## src/rtl/timer_channel_mode_config_defs.svh

```systemverilog
// register offsets, field positions, reset values and widths for the channel mode block
// assumes a 32-bit plain register port with byte addresses
`ifndef TIMER_CHANNEL_MODE_CONFIG_DEFS_SVH
`define TIMER_CHANNEL_MODE_CONFIG_DEFS_SVH

// register byte offsets
`define TCM_OFS_MODE_CH1_CH2 8'h18
`define TCM_OFS_MODE_CH3_CH4 8'h1C
`define TCM_OFS_ENABLE 8'h20
`define TCM_OFS_STATUS 8'h24
`define TCM_OFS_CMP_BASE 8'h28
`define TCM_OFS_CMP_LAST 8'h34

// widths
`define TCM_ADDR_W 8
`define TCM_DATA_W 32
`define TCM_REG_W 16
`define TCM_CHANNELS 4

// reset values
`define TCM_MODE_RESET 16'h0000
`define TCM_ENABLE_RESET 4'h0
`define TCM_CMP_RESET 16'h0000

// field positions inside one channel byte
`define TCM_SEL_LSB 0
`define TCM_FAST_BIT 2
`define TCM_PRELOAD_BIT 3
`define TCM_MODE_LSB 4
`define TCM_CLEAR_BIT 7
`define TCM_PSC_LSB 2
`define TCM_FILT_LSB 4

// direction select codes
`define TCM_SEL_OUTPUT 2'h0
`define TCM_SEL_OWN 2'h1
`define TCM_SEL_PARTNER 2'h2
`define TCM_SEL_TRIGGER 2'h3

`endif

```

## src/rtl/timer_channel_mode_config_pkg.sv

```systemverilog
// types shared by the channel mode block: compare modes and the state record
// assumes the defs header is on the include path
`include "timer_channel_mode_config_defs.svh"

package timer_channel_mode_config_pkg;

  // output compare mode codes, in field order
  typedef enum logic [2:0] {
    OC_FREEZE,
    OC_SET_ON_MATCH,
    OC_CLEAR_ON_MATCH,
    OC_TOGGLE_ON_MATCH,
    OC_FORCE_LOW,
    OC_FORCE_HIGH,
    OC_PWM1,
    OC_PWM2
  } oc_mode_e;

  // complete state of the block
  typedef struct packed {
    logic [`TCM_REG_W-1:0] mode_ch1_ch2;                      // channel mode register 1/2
    logic [`TCM_REG_W-1:0] mode_ch3_ch4;                      // channel mode register 3/4
    logic [`TCM_CHANNELS-1:0] enable;                         // per-channel enable
    logic [`TCM_CHANNELS-1:0][`TCM_REG_W-1:0] cmp_written;    // compare value as written
    logic [`TCM_CHANNELS-1:0][`TCM_REG_W-1:0] cmp_active;     // compare value in use
    logic [`TCM_CHANNELS-1:0][4:0] div_cnt;                   // filter sample divider
    logic [`TCM_CHANNELS-1:0][3:0] run_cnt;                   // filter stable-sample count
    logic [`TCM_CHANNELS-1:0] filtered;                       // filtered timer inputs
    logic [`TCM_CHANNELS-1:0] cap_prev;                       // last capture input level
    logic [`TCM_CHANNELS-1:0][2:0] psc_cnt;                   // prescaler event count
    logic [`TCM_CHANNELS-1:0][1:0] psc_prev;                  // prescaler code last cycle
    logic [`TCM_CHANNELS-1:0] ref_level;                      // reference outputs
    logic [`TCM_CHANNELS-1:0] cap_event;                      // capture pulses
    logic [`TCM_DATA_W-1:0] rd_data;                          // read data
  } state_s;

endpackage : timer_channel_mode_config_pkg

```

## src/rtl/timer_channel_mode_config.sv

```systemverilog
// capture/compare channel mode block: two mode registers, input filter,
// capture source routing, event prescaler and output compare reference logic
// assumes the counter, update event and trigger signals come from the
// surrounding timer and are synchronous to i_sys_clk
//
// How it works
// - ch1 select: output, input1, input2, trigger
// - ch1 select frozen while ch1 enabled
// - trigger routing works only with internal trigger
// - prescaler captures every 1,2,4,8 events
// - filter code table; zero samples at deadtime
// - filter samples clock/div, flips after N
// - ch2 select: output, input1, input2, trigger
// - ch2 select frozen while ch2 enabled
// - ch2 prescaler 11:10, filter 15:12
// - second mode register 0x1C mirrors first
// - ch3 select: output, input3, input4, trigger
// - ch3 select frozen while ch3 enabled
// - ch3 fast bit shortens trigger response
// - ch3 preload bit 3, mode 6:4
// - ch3 clear bit: trigger high forces low
// - ch4 select: output, input4, input3, trigger
// - ch4 select frozen while ch4 enabled
// - ch4 fast 10, preload 11, mode 14:12, clear 15
// - compare mode codes freeze to pwm2
// - preload defers compare value to update
//
// Strobed register access was chosen for this implementation.
`timescale 1ns/1ps
`default_nettype none
`include "timer_channel_mode_config_defs.svh"

module timer_channel_mode_config (
  // clock and reset
  input wire logic i_sys_clk,
  input wire logic i_rst_b,
  // register port
  input wire logic [`TCM_ADDR_W-1:0] i_addr,
  input wire logic [`TCM_DATA_W-1:0] i_wr_data,
  input wire logic i_wr_strobe,
  input wire logic i_rd_strobe,
  output logic [`TCM_DATA_W-1:0] o_rd_data,
  // channel side
  input wire logic [`TCM_CHANNELS-1:0] i_timer_input,
  input wire logic i_internal_trigger_source,
  input wire logic i_internal_trigger_chosen,
  input wire logic i_deadtime_sample_clock,
  input wire logic i_trigger_event,
  input wire logic i_filtered_external_trigger,
  // counter side
  input wire logic [`TCM_REG_W-1:0] i_counter,
  input wire logic i_update_event,
  // results
  output logic [`TCM_CHANNELS-1:0] o_reference_output,
  output logic [`TCM_CHANNELS-1:0] o_capture_event,
  output logic [`TCM_CHANNELS-1:0] o_filtered_input,
  output logic [`TCM_CHANNELS-1:0] o_channel_enable
);

  // own and partner timer input for each channel, index = channel
  localparam logic [1:0] OWN_INPUT [0:3] = '{2'h0, 2'h0, 2'h2, 2'h3};
  localparam logic [1:0] PARTNER_INPUT [0:3] = '{2'h1, 2'h1, 2'h3, 2'h2};

  // registered state and its next value
  timer_channel_mode_config_pkg::state_s state_r;
  timer_channel_mode_config_pkg::state_s state_nxt;

  // one channel's byte out of the two mode registers
  function automatic logic [7:0] chan_byte(input logic [15:0] m12, input logic [15:0] m34, input int ch);
    logic [15:0] m;
    m = (ch < 2) ? m12 : m34;
    chan_byte = (ch % 2 == 0) ? m[7:0] : m[15:8];
  endfunction : chan_byte

  // mode register write; a select field keeps its value while its channel is on
  function automatic logic [15:0] mode_write(input logic [15:0] old_v, input logic [15:0] new_v,
                                             input logic [1:0] en);
    logic [15:0] v;
    v = new_v;
    if (en[0]) begin
      v[`TCM_SEL_LSB +: 2] = old_v[`TCM_SEL_LSB +: 2];
    end
    if (en[1]) begin
      v[8 + `TCM_SEL_LSB +: 2] = old_v[8 + `TCM_SEL_LSB +: 2];
    end
    mode_write = v;
  endfunction : mode_write

  // filter code to {divider minus one, length}
  function automatic logic [8:0] filter_cfg(input logic [3:0] code);
    logic [4:0] dm1;
    logic [3:0] len;
    dm1 = 5'h00;
    len = 4'h1;
    case (code)
      4'h1: begin dm1 = 5'h00; len = 4'h2; end
      4'h2: begin dm1 = 5'h00; len = 4'h4; end
      4'h3: begin dm1 = 5'h00; len = 4'h8; end
      4'h4: begin dm1 = 5'h01; len = 4'h6; end
      4'h5: begin dm1 = 5'h01; len = 4'h8; end
      4'h6: begin dm1 = 5'h03; len = 4'h6; end
      4'h7: begin dm1 = 5'h03; len = 4'h8; end
      4'h8: begin dm1 = 5'h07; len = 4'h6; end
      4'h9: begin dm1 = 5'h07; len = 4'h8; end
      4'hA: begin dm1 = 5'h0F; len = 4'h5; end
      4'hB: begin dm1 = 5'h0F; len = 4'h6; end
      4'hC: begin dm1 = 5'h0F; len = 4'h8; end
      4'hD: begin dm1 = 5'h1F; len = 4'h5; end
      4'hE: begin dm1 = 5'h1F; len = 4'h6; end
      4'hF: begin dm1 = 5'h1F; len = 4'h8; end
      default: begin dm1 = 5'h00; len = 4'h1; end
    endcase
    filter_cfg = {dm1, len};
  endfunction : filter_cfg

  // next reference level for one output channel
  function automatic logic next_ref(input logic [2:0] code, input logic cur, input logic [15:0] cnt,
                                    input logic [15:0] cmp, input logic fast_hit);
    logic match;
    match = (cnt == cmp) || fast_hit;
    case (timer_channel_mode_config_pkg::oc_mode_e'(code))
      timer_channel_mode_config_pkg::OC_FREEZE: next_ref = cur;
      timer_channel_mode_config_pkg::OC_SET_ON_MATCH: next_ref = match ? 1'b1 : cur;
      timer_channel_mode_config_pkg::OC_CLEAR_ON_MATCH: next_ref = match ? 1'b0 : cur;
      timer_channel_mode_config_pkg::OC_TOGGLE_ON_MATCH: next_ref = match ? ~cur : cur;
      timer_channel_mode_config_pkg::OC_FORCE_LOW: next_ref = 1'b0;
      timer_channel_mode_config_pkg::OC_FORCE_HIGH: next_ref = 1'b1;
      // pwm: a fast trigger acts as the match edge
      timer_channel_mode_config_pkg::OC_PWM1: next_ref = fast_hit ? 1'b0 : (cnt < cmp);
      timer_channel_mode_config_pkg::OC_PWM2: next_ref = fast_hit ? 1'b1 : (cnt > cmp);
      default: next_ref = cur;
    endcase
  endfunction : next_ref

  // next-state logic for registers, filters, capture path and compare path
  always_comb begin
    logic [7:0] cfg;
    logic [8:0] fcfg;
    logic [1:0] sel;
    logic [1:0] psc;
    logic cap_in;
    logic sample;
    logic [2:0] ratio_m1;
    logic [2:0] cmp_idx;
    cfg = 8'h00;
    fcfg = 9'h000;
    sel = 2'h0;
    psc = 2'h0;
    cap_in = 1'b0;
    sample = 1'b0;
    ratio_m1 = 3'h0;
    cmp_idx = 3'h0;
    state_nxt = state_r;
    state_nxt.rd_data = {`TCM_DATA_W{1'b0}};

    // register writes
    if (i_wr_strobe) begin
      case (i_addr)
        `TCM_OFS_MODE_CH1_CH2: begin
          state_nxt.mode_ch1_ch2 = mode_write(state_r.mode_ch1_ch2, i_wr_data[15:0], state_r.enable[1:0]);
        end
        `TCM_OFS_MODE_CH3_CH4: begin
          state_nxt.mode_ch3_ch4 = mode_write(state_r.mode_ch3_ch4, i_wr_data[15:0], state_r.enable[3:2]);
        end
        `TCM_OFS_ENABLE: begin
          state_nxt.enable = i_wr_data[`TCM_CHANNELS-1:0];
        end
        `TCM_OFS_STATUS: begin
          // status is read-only
        end
        default: begin
          // compare value words, everything else ignored
          if (i_addr >= `TCM_OFS_CMP_BASE && i_addr <= `TCM_OFS_CMP_LAST && i_addr[1:0] == 2'h0) begin
            cmp_idx = 3'(i_addr[4:2] - 3'h2);
            state_nxt.cmp_written[cmp_idx[1:0]] = i_wr_data[15:0];
          end
        end
      endcase
    end

    // register reads, data stand in the next cycle
    if (i_rd_strobe) begin
      case (i_addr)
        `TCM_OFS_MODE_CH1_CH2: state_nxt.rd_data = {16'h0000, state_r.mode_ch1_ch2};
        `TCM_OFS_MODE_CH3_CH4: state_nxt.rd_data = {16'h0000, state_r.mode_ch3_ch4};
        `TCM_OFS_ENABLE: state_nxt.rd_data = {28'h0000000, state_r.enable};
        `TCM_OFS_STATUS: begin
          state_nxt.rd_data = {20'h00000, state_r.cap_prev, state_r.ref_level, state_r.filtered};
        end
        default: begin
          if (i_addr >= `TCM_OFS_CMP_BASE && i_addr <= `TCM_OFS_CMP_LAST && i_addr[1:0] == 2'h0) begin
            cmp_idx = 3'(i_addr[4:2] - 3'h2);
            state_nxt.rd_data = {16'h0000, state_r.cmp_active[cmp_idx[1:0]]};
          end
        end
      endcase
    end

    // per-channel datapath
    for (int ch = 0; ch < `TCM_CHANNELS; ch++) begin
      cfg = chan_byte(state_r.mode_ch1_ch2, state_r.mode_ch3_ch4, ch);
      sel = cfg[`TCM_SEL_LSB +: 2];
      psc = cfg[`TCM_PSC_LSB +: 2];
      fcfg = filter_cfg(cfg[`TCM_FILT_LSB +: 4]);

      // input filter on timer input ch, using that channel's filter code
      if (cfg[`TCM_FILT_LSB +: 4] == 4'h0) begin
        // no filtering: follow the input at the deadtime sample rate
        state_nxt.div_cnt[ch] = 5'h00;
        state_nxt.run_cnt[ch] = 4'h0;
        if (i_deadtime_sample_clock) begin
          state_nxt.filtered[ch] = i_timer_input[ch];
        end
      end else begin
        // sample once every divider cycles
        sample = (state_r.div_cnt[ch] >= fcfg[8:4]);
        state_nxt.div_cnt[ch] = sample ? 5'h00 : 5'(state_r.div_cnt[ch] + 5'h01);
        if (sample) begin
          if (i_timer_input[ch] != state_r.filtered[ch]) begin
            // flip only after N samples in a row at the new level
            if (4'(state_r.run_cnt[ch] + 4'h1) >= fcfg[3:0]) begin
              state_nxt.filtered[ch] = i_timer_input[ch];
              state_nxt.run_cnt[ch] = 4'h0;
            end else begin
              state_nxt.run_cnt[ch] = 4'(state_r.run_cnt[ch] + 4'h1);
            end
          end else begin
            state_nxt.run_cnt[ch] = 4'h0;
          end
        end
      end

      // capture input routing
      case (sel)
        `TCM_SEL_OWN: cap_in = state_r.filtered[OWN_INPUT[ch]];
        `TCM_SEL_PARTNER: cap_in = state_r.filtered[PARTNER_INPUT[ch]];
        // trigger source counts only while an internal trigger is chosen
        `TCM_SEL_TRIGGER: cap_in = i_internal_trigger_source & i_internal_trigger_chosen;
        default: cap_in = 1'b0;
      endcase
      state_nxt.cap_prev[ch] = cap_in;

      // prescaler on rising capture-input edges
      ratio_m1 = 3'((4'h1 << psc) - 4'h1);
      state_nxt.psc_prev[ch] = psc;
      state_nxt.cap_event[ch] = 1'b0;
      if (!state_r.enable[ch] || sel == `TCM_SEL_OUTPUT || psc != state_r.psc_prev[ch]) begin
        state_nxt.psc_cnt[ch] = 3'h0;
      end else if (cap_in && !state_r.cap_prev[ch]) begin
        if (state_r.psc_cnt[ch] >= ratio_m1) begin
          state_nxt.cap_event[ch] = 1'b1;
          state_nxt.psc_cnt[ch] = 3'h0;
        end else begin
          state_nxt.psc_cnt[ch] = 3'(state_r.psc_cnt[ch] + 3'h1);
        end
      end

      // compare value: direct or on update event
      if (!cfg[`TCM_PRELOAD_BIT]) begin
        state_nxt.cmp_active[ch] = state_nxt.cmp_written[ch];
      end else if (i_update_event) begin
        state_nxt.cmp_active[ch] = state_r.cmp_written[ch];
      end

      // reference output
      if (sel != `TCM_SEL_OUTPUT) begin
        state_nxt.ref_level[ch] = 1'b0;
      end else if (cfg[`TCM_CLEAR_BIT] && i_filtered_external_trigger) begin
        state_nxt.ref_level[ch] = 1'b0;
      end else begin
        state_nxt.ref_level[ch] = next_ref(cfg[`TCM_MODE_LSB +: 3], state_r.ref_level[ch], i_counter,
                                           state_r.cmp_active[ch],
                                           cfg[`TCM_FAST_BIT] & i_trigger_event);
      end
    end
  end

  // state register with synchronous reset
  always_ff @(posedge i_sys_clk) begin
    if (!i_rst_b) begin
      state_r <= '0;
      state_r.mode_ch1_ch2 <= `TCM_MODE_RESET;
      state_r.mode_ch3_ch4 <= `TCM_MODE_RESET;
      state_r.enable <= `TCM_ENABLE_RESET;
    end else begin
      state_r <= state_nxt;
    end
  end

  // outputs straight from the state register
  assign o_rd_data = state_r.rd_data;
  assign o_reference_output = state_r.ref_level;
  assign o_capture_event = state_r.cap_event;
  assign o_filtered_input = state_r.filtered;
  assign o_channel_enable = state_r.enable;

endmodule : timer_channel_mode_config
`default_nettype wire

```

## config.mk

```make
export PLATFORM = sky130hd
export DESIGN_NAME = timer_channel_mode_config
export DESIGN_NICKNAME = d
export VERILOG_FILES = /design/src/rtl/timer_channel_mode_config_pkg.sv /design/src/rtl/timer_channel_mode_config.sv
export VERILOG_INCLUDE_DIRS = /design/src /design/src/rtl
export SDC_FILE = /design/constraint.sdc
export NUM_CORES = 1
export LEC_CHECK = 0
export BUFFER_PORTS_ARGS = -buffer_cell sky130_fd_sc_hd__buf_2
export CAP_MARGIN = 0
export CORE_ASPECT_RATIO = 0.6
export CORE_MARGIN = 10
export CORE_UTILIZATION = 55
export DETAILED_ROUTE_END_ITERATION = 8
export PLACE_DENSITY = 0.76
export SLEW_MARGIN = 20
export SYNTH_ARGS = -nofsm -noshare
export SYNTH_HDL_FRONTEND = slang
export SYNTH_SLANG_ARGS = --single-unit
```

## constraint.sdc

```tcl
create_clock -name i_sys_clk -period 2.9 [get_ports i_sys_clk]
set_input_delay 0.145 -clock i_sys_clk [delete_from_list [all_inputs] [get_ports i_sys_clk]]
set_output_delay 0.145 -clock i_sys_clk [all_outputs]
set_load 0.01 [all_outputs]
```

==> results of run 1 <==
-- logic make-up after synthesis --
group,count (synthesis)
fa+ha+maj,144
compound gates,390
buf+inv,282
simple gates,495
xor+xnor,41
mux,122
other cells,1
flops,288
-- metal layers --
| layer | vias to the layer above | part of all wire | global-route usage | wire, um |
|---|---|---|---|---|
| met2 | 595 | 0.41 | 0.356 | 18000 |
| li1 | 6188 | - | - | - |
| met4 | 2 | 0.021 | 0.0612 | 918 |
| met3 | 75 | 0.12 | 0.0832 | 5360 |
| met5 | - | 0.00029 | 0 | 13 |
| met1 | 6184 | 0.45 | 0.329 | 19800 |
-- cells in the mapped netlist (12+ instances only) --
library cell  number
xor2_1            25
and3_1            12
ha_1             144
a211oi_1          39
clkbuf_1          65
nand4_1           13
nor2b_1           19
o211a_1           34
dfxtp_1          288
mux4_2            16
buf_2             16
nor2_1           138
buf_4             50
o21ai_0           99
mux2i_1          102
a21oi_1          121
nor3_1            20
nand2b_1          25
inv_1            137
nand2_1          165
xnor2_1           16
nand3_1           50
a21o_1            13
-- what timing repair did --
| action | CTS | global route |
|---|---|---|
| hold endpoints to repair | 42 | 0 |
| setup buffers | 0 | 0 |
| hold buffers | 16 | 0 |
| endpoints found under the setup margin | 0 | 0 |
-- power by group through the flow --
stage / clock network [mW] / registers, mW / logic, mW
3_5_place_dp: 0 / 4.06 / 0.423
5_1_grt: 4.02 / 3.97 / 0.496
4_1_cts: 3.85 / 3.97 / 0.442
6_report: 3.83 / 3.97 / 0.454
3_3_place_gp: 0 / 4.06 / 0.411
2_1_floorplan: 0 / 4.06 / 0.267
-- tightest hold or removal path, stage by stage --
cell and delay (ns):
buf_2 0.14, inv_4 0.13, nor2_1 0.12
-- worst min path at each step --
| stage | startpoint | to | cells after the start |
|---|---|---|---|
| 6_report | i_rst_b | o_filtered_input[1] | 3 |
| 5_1_grt | i_wr_data[13] | state_r[181] | 3 |
| 4_1_cts | i_rst_b | o_filtered_input[0] | 3 |
| 3_5_place_dp | i_timer_input[3] | o_filtered_input[3] | 3 |
| 3_3_place_gp | i_timer_input[2] | o_filtered_input[2] | 3 |
| 2_1_floorplan | i_wr_data[11] | state_nxt[43] | 2 |
-- stage by stage --
| step | total power, mW | cells | instance area (sq um) | setup slack [ns] |
|---|---|---|---|---|
| 3_3_place_gp | 4.47 | 2122 | 16000 | 0.396 |
| 4_1_cts | 8.27 | 2186 | 17100 | 0.444 |
| 2_1_floorplan | 4.32 | 1778 | 15600 | 0.665 |
| 5_1_grt | 8.49 | 2187 | 17100 | 0.234 |
| 6_report | 8.25 | 2188 | 17100 | 0.386 |
| 3_5_place_dp | 4.49 | 2122 | 16000 | 0.265 |
-- final cells by class --
cell class | instances | area, sq um | area share
multi-input cells | 1208 | 8560 | 0.500
flip-flops and latches | 288 | 5770 | 0.337
repair buffers | 130 | 831 | 0.0486
clock buffers | 37 | 743 | 0.0435
inverters | 145 | 547 | 0.0320
well taps | 367 | 459 | 0.0269
clock inverters | 11 | 191 | 0.0112
diodes | 2 | 5.00 | 0.000293
==> results by group, run 1 <==
Worst setup path
  – Critical Path Max Stage Delay: 0.68 ns
  – Critical Path Slowest Stage Cell: or4_1
  – Crit path cell chain: inv_1, ha_1, nand4_1, or4_1, a211oi_1, o21a_1, o21ai_0, o21ai_0
  – RR Endpoint: o_reference_output[0]
  – Critical path launch point: state_r[119]
  – CP max FO: 4
  – R2R Path Start: state_r[119]
  – Startpoint types: flop
  – FF-to-FF path depth: 8
  – CP Class: reg -> reg
  – CP bufs+invs: 1
  – WP data required: 3.37 ns
  – Cell repeated most along the worst path: o21ai_0
  – Crit path capture type: flop
  – Crit-path leading delay family: simple AND/OR/NAND/NOR gates
  – Arr. time, crit path: 2.99 ns
  – Crit. path cell count: 8
  – Crit path to: o_reference_output[0]
  – R2R setup slack: 0.39 ns

Run status
  – Status: finished, final reports clean

Synthesis
  – Synth warnings: 0
  – Synth top area cells: dfxtp_1 (37%), ha_1 (12%), mux2i_1 (6.6%)
  – Yosys reg bits: 288
  – Compound-cell area share of the yosys netlist: 0.165
  – Register area share after synthesis: 0.371
  – Ys flop type: dfxtp_1
  – Yosys cell types: 69
  – Syn Area/Cell: 8.83 sq um
  – Main combinational cell family by area after synthesis: compound AO/OA/AOI/OAI gates
  – Synth Area in Simple Gates: 0.150
  – Yosys top cell area share: 0.371
  – Mux contribution to synthesized area: 0.0917
  – Post-Syn Area: 15600 sq um
  – Synth Area in XOR/XNOR: 0.0231
  – Cells after Synth: 1763
  – Post-synth top area cell: dfxtp_1
  – Post-synth EDFFs: 0
  – Share of flip-flops with an asynchronous set or reset: 0
  – Adder-Cell Fraction of Synth Area: 0.116

Drt
  – Initial drt markers: 1682
  – First-pass DRT Iterations: 8
  – Drt wl/cell: 20.1 um
  – Via count: 13000
  – Final ANT Viol Nets: 0
  – Via/cell ratio: 5.96
  – Drt drc: 0
  – Final WL: 44100 um

Pwr
  – Static leakage: 7.05 nW
  – Logic pwr share: 0.055
  – Peak VDD IR: 0.526 mV
  – P per Cell Area: 483 nW/um^2
  – P_int: 6.35 mW
  – Sw power: 1.90 mW
  – Sw frac: 0.231
  – Clk network pwr share: 0.463
  – Sequential power share: 0.482

Clock network
  – Max clock buf depth: 3
  – CTS tree: built
  – H-tree level count: 1
  – CTS resizes: 0
  – CTS buffer count: 27
  – Worst-path clk slew: 0.07 ns
  – Clock Latency Late Sink: 0.56 ns
  – Num Clock Sinks: 288
  – Clock root buffer: clkbuf_16

Timing
  – Setup tns final: 0 ns
  – Final Max Slew Viols: 0
  – Part of the cycle the worst path needs: 0.867
  – Max Freq: 398 MHz
  – Final setup vio count: 0
  – WHS: 0.0109 ns
  – Tightest Pin Transition: 0.741 ns
  – RSZ-0062 raised after global routing: false
  – Final Skew: 0.0156 ns
  – Worst slew margin: 0.505
  – Post-route minimum period: 2.51 ns
  – Final Hold Fails: 0

Die
  – Initial Util: 0.562
  – Die area: 35600 sq um
  – Core area: 27700 sq um
  – Rows: 47
  – Die H: 150 um
  – I/O pin count: 118
  – Die Span X: 237 um

Place
  – HPWL after DPL: 32000 um
  – Placer Congestion: 0.970
  – Port bufs: 85

Job
  – Max-cap viol count: 0

Hold path
  – Hold Path Class: in -> reg

Final layout
  – Commonest non-fill, non-tap cell in the layout: dfxtp_1
  – Fin nets: 2014
  – Core Util, Final: 0.617
  – Layout cells sized above 1: 0.111
  – Area added between synthesis and finish: 9.89%
  – Fill count: 2341
  – Most frequent cells in the layout: dfxtp_1 (288), nand2_1 (165), ha_1 (144), nor2_1 (138), inv_1 (137)

GRT
  – Grt ovf: 0
  – First-pass GRT wire length: 69200 um
  – Initial antenna violation count: 2
  – Pin count of the biggest net entering global routing: 68
  – Vias in the first global route: 12800
  – Total GRT Usage: 0.241
(Power assumes the default switching activity.)
==> run 2: changes to the inputs <==
--- a/config.mk
+++ b/config.mk
@@ -9,7 +9,7 @@
 export BUFFER_PORTS_ARGS = -buffer_cell sky130_fd_sc_hd__buf_2
 export CAP_MARGIN = 0
 export CORE_ASPECT_RATIO = 0.6
-export CORE_MARGIN = 10
+export CORE_MARGIN = 2
 export CORE_UTILIZATION = 55
 export DETAILED_ROUTE_END_ITERATION = 8
 export PLACE_DENSITY = 0.76
==> run 2 against run 1 <==
- register-to-register slack got worse by 0.10 ns
- routed wire length decreased by 1.0%
- power decreased by 0.18%
- critical endpoint is now o_filtered_input[2]
==> results by group, run 2 (synthesis gave the netlist of run 1 again) <==
Pwr
  – Static leakage: 7.08 nW
  – Peak VDD IR: 0.534 mV
  – P per Cell Area: 481 nW/um^2

Timing
  – Max Freq: 382 MHz
  – RSZ-0062 raised after global routing: false
  – Setup tns final: 0 ns
  – Worst slew margin: 0.351
  – Final Max Slew Viols: 0
  – PnR worst setup slack: 0.283 ns
  – Final setup vio count: 0
  – Final Hold Fails: 0
  – Tightest Pin Transition: 0.973 ns
  – Final Skew: 0.0123 ns
  – Post-route minimum period: 2.62 ns
  – Part of the cycle the worst path needs: 0.902

Clock network
  – CTS tree: built
  – Num Clock Sinks: 288
  – Setup Buffers After CTS: 0
  – Clock Latency Late Sink: 0.56 ns
  – Worst-path clk slew: 0.07 ns
  – Clock root buffer: clkbuf_16
  – Max clock buf depth: 3
  – CTS buffer count: 27
  – H-tree level count: 1

Place
  – Worst slack, placed: 0.312 ns
  – HPWL after DPL: 31400 um
  – Dpl cell area: 16000 sq um
  – Port bufs: 85
  – Placer Congestion: 0.947

Final layout
  – Fin area: 17100 sq um
  – Fin nets: 2020
  – Layout cells sized above 1: 0.115
  – Fill count: 2329
  – Register area: 5770 sq um
  – Core Util, Final: 0.619
  – Commonest non-fill, non-tap cell in the layout: dfxtp_1
  – Most frequent cells in the layout: dfxtp_1 (288), nand2_1 (165), ha_1 (144), nor2_1 (138), inv_1 (137)
  – Multi-input gate area: 8560 sq um
  – Area added between synthesis and finish: 10.1%

Drt
  – Final WL: 43600 um
  – First-pass DRT Iterations: 7
  – Via/cell ratio: 6.02
  – Drt wl/cell: 19.9 um
  – Initial drt markers: 1429
  – Drt drc: 0
  – Final ANT Viol Nets: 0
  – Via count: 13200

Die
  – Initial Util: 0.562
  – Die Span X: 221 um
  – Core area: 27700 sq um
  – I/O pin count: 118
  – Die area: 29700 sq um
  – Die H: 134 um
  – Rows: 47

Worst setup path
  – CP max FO: 4
  – Startpoint types: flop
  – CP Class: reg -> reg
  – WP data required: 3.35 ns
  – Arr. time, crit path: 3.07 ns
  – Crit path capture type: flop

Hold path
  – Hold Path Class: in -> reg

GRT
  – Grt ovf: 0
  – Initial antenna violation count: 1
  – Total GRT Usage: 0.292
  – First-pass GRT wire length: 68400 um
  – Vias in the first global route: 12500
  – Pin count of the biggest net entering global routing: 89

Run status
  – Status: finished, final reports clean

Job
  – Max-cap viol count: 0
-- run 2: changes by cell type in the layout (fill, tap and decap cells not counted), sizes merged --
| cell | previous run | this run |
|---|---|---|
| buf | 114 | 120 |
| clkbuf | 37 | 42 |
| clkinv | 9 | 6 |
| bufinv | 5 | 3 |
| diode | 2 | 1 |
-- run 2: final cells by class --
| class | count | share of cell area |
|---|---|---|
| multi-input combinational | 1208 | 0.500 |
| sequential | 288 | 0.337 |
| timing repair buffer | 136 | 0.0504 |
| clock buffer | 42 | 0.0480 |
| inverter | 145 | 0.0319 |
| tap | 367 | 0.0268 |
| clock inverter | 6 | 0.00635 |
| antenna | 1 | 0.000146 |
-- run 2: worst max-delay path, stage by stage (launching register included) --
cell	delay, ns
dfxtp_1	0.34
ha_1	0.32
ha_1	0.30
a2111oi_2	0.35
or4_1	0.18
a2bb2oi_1	0.21
mux2i_1	0.21
nor2_1	0.05
dlygate4sd3_1	0.55
-- run 2: path summary, 6_finish.rpt --
kind,cells after the start,slack (ns),end,start
max,8,0.28,o_filtered_input[2],state_r[76]
min,3,0.02,state_r[199],i_wr_data[15]
min reg2reg,1,0.47,state_r[84],state_r[84]
max reg2reg,8,0.28,o_filtered_input[2],state_r[76]
-- run 2: layer usage --
layer	wire (um)	up-vias	track usage
met5	0	-	0
met4	1170	0	0.0809
met3	5600	81	0.0935
met2	17400	669	0.419
met1	19500	6276	0.418
li1	-	6182	-
-- run 2: timing repair --
| action | 4_1_cts | 5_1_grt |
|---|---|---|
| endpoints found under the setup margin | 0 | 1 |
| resized for setup | 0 | 2 |
| hold buffers | 16 | 0 |
| endpoints found under the hold margin | 32 | 0 |
-- run 2: metrics by stage --
step	std cells	hold slack [ns]	total power, mW
after global placement	2128	0.415	4.48
after global routing	2192	0.0250	8.46
final	2193	0.0218	8.24
after floorplan	1778	0.281	4.32
after CTS	2192	0.00330	8.25
after detailed placement	2128	0.421	4.49
-- run 2: power breakdown --
part / internal [mW] / leakage [nW] / switching (mW) / total (mW)
Sequential: 3.96 / 2.32 / 0.0118 / 3.97
Clock: 2.20 / 0.459 / 1.59 / 3.80
Combinational: 0.151 / 4.30 / 0.316 / 0.467
Total: 6.32 / 7.08 / 1.92 / 8.24
==> run 3: changes to the inputs <==
--- a/config.mk
+++ b/config.mk
@@ -10,9 +10,9 @@
 export CAP_MARGIN = 0
 export CORE_ASPECT_RATIO = 0.6
 export CORE_MARGIN = 2
-export CORE_UTILIZATION = 55
+export CORE_UTILIZATION = 60
 export DETAILED_ROUTE_END_ITERATION = 8
-export PLACE_DENSITY = 0.76
+export PLACE_DENSITY = 0.82
 export SLEW_MARGIN = 20
 export SYNTH_ARGS = -nofsm -noshare
 export SYNTH_HDL_FRONTEND = slang
==> run 3 against run 2 <==
- routed wire length fell by 1.1%
- fmax fell by 4.5%
- power fell by 1.8%
- design area fell by 0.34%
- critical path type unchanged
==> results by group, run 3 (synthesis gave the netlist of run 1 again) <==
Worst setup path
  – WP data required: 3.35 ns
  – Arr. time, crit path: 3.19 ns
  – Startpoint types: flop
  – Crit path capture type: flop
  – CP max FO: 4
  – CP Class: reg -> reg

GRT
  – Pin count of the biggest net entering global routing: 80
  – Vias in the first global route: 12300
  – Total GRT Usage: 0.317
  – Initial antenna violation count: 2
  – Grt ovf: 0
  – First-pass GRT wire length: 67000 um

Timing
  – WHS: 0.0186 ns
  – Part of the cycle the worst path needs: 0.945
  – Worst slew margin: 0.443
  – Max Freq: 365 MHz
  – Post-route minimum period: 2.74 ns
  – RSZ-0062 raised after global routing: false
  – Final Skew: 0.0193 ns
  – Final Max Slew Viols: 0
  – Tightest Pin Transition: 0.836 ns
  – Final setup vio count: 0
  – PnR worst setup slack: 0.158 ns
  – Final Hold Fails: 0
  – Setup tns final: 0 ns

Place
  – Port bufs: 85
  – Dpl cell area: 16000 sq um
  – Worst slack, placed: 0.371 ns
  – Placer Congestion: 0.956
  – HPWL after DPL: 30900 um
  – Post-Place Cells: 2111

Final layout
  – Commonest non-fill, non-tap cell in the layout: dfxtp_1
  – Fin nets: 2019
  – Fin area: 17100 sq um
  – Most frequent cells in the layout: dfxtp_1 (288), nand2_1 (165), ha_1 (144), nor2_1 (138), inv_1 (137)
  – Fill count: 2020
  – Core Util, Final: 0.672
  – Layout cells sized above 1: 0.112
  – # diodes: 0
  – Area added between synthesis and finish: 9.73%
  – Post-Layout Cell Count: 2175

Drt
  – Via count: 13200
  – Final ANT Viol Nets: 0
  – Drt drc: 0
  – First-pass DRT Iterations: 8
  – Via/cell ratio: 6.06
  – Initial drt markers: 1675
  – Final WL: 43100 um
  – Drt wl/cell: 19.8 um

Die
  – Initial Util: 0.613
  – Die area: 27300 sq um
  – Die H: 129 um
  – Core area: 25400 sq um
  – Die Span X: 212 um
  – I/O pin count: 118
  – Rows: 45

Clock network
  – CTS tree: built
  – CTS buffer count: 26
  – CTS resizes: 0
  – H-tree level count: 1
  – Clock root buffer: clkbuf_16
  – Max clock buf depth: 3
  – Worst-path clk slew: 0.07 ns
  – Clock Latency Late Sink: 0.57 ns
  – Num Clock Sinks: 288

Pwr
  – P per Cell Area: 474 nW/um^2
  – Static leakage: 7.06 nW
  – Peak VDD IR: 0.311 mV
  – Total Power: 8.09 mW

Run status
  – Status: finished, final reports clean

Hold path
  – Hold Path Class: in -> reg

Job
  – Max-cap viol count: 0
==> run 3: layout make-up <==
type	count	area (sq um)	area share
clock buffer	37	763	0.0447
clock inverter	9	120	0.00703
multi-input combinational	1208	8560	0.501
sequential	288	5770	0.338
tap	352	440	0.0258
inverter	145	547	0.0320
timing repair buffer	136	881	0.0516
==> run 3: path summary, 6_finish.rpt <==
check	from	endpoint	slack (ns)	cells past startpoint
worst max-delay path	state_r[68]	o_filtered_input[0]	0.16	9
worst min-delay path	i_rst_b	state_r[240]	0.02	3
worst max register to register	state_r[68]	o_filtered_input[0]	0.16	9
worst min register to register	state_r[99]	state_r[99]	0.46	1
==> run 3: critical path: stages, from the launching register on <==
cell	delay [ns]
dfxtp_1	0.39
nand3_1	0.11
xnor2_1	0.25
ha_1	0.25
a2111oi_0	0.09
or4_1	0.50
o21ai_0	0.22
mux2i_1	0.21
nor2_1	0.05
dlygate4sd3_1	0.55
==> run 3: repair_timing <==
item | in CTS | in global routing
hold endpoints to repair | 48 | 0
setup buffers | 0 | 0
hold buffers | 18 | 0
==> run 3: layer usage <==
| metal | GRT usage | routed length (um) | up-vias |
|---|---|---|---|
| met5 | 0 | 0 | - |
| met4 | 0.0857 | 1040 | 0 |
| met3 | 0.108 | 5360 | 79 |
| met2 | 0.468 | 17600 | 657 |
| met1 | 0.443 | 19100 | 6255 |
| li1 | - | - | 6179 |
==> run 3: report_power, final <==
group,total (mW),switching (mW),internal [mW],leakage (nW)
Combinational,0.466,0.312,0.154,4.30
Clock,3.65,1.56,2.09,0.440
Sequential,3.97,0.0104,3.96,2.32
Total,8.09,1.88,6.21,7.06
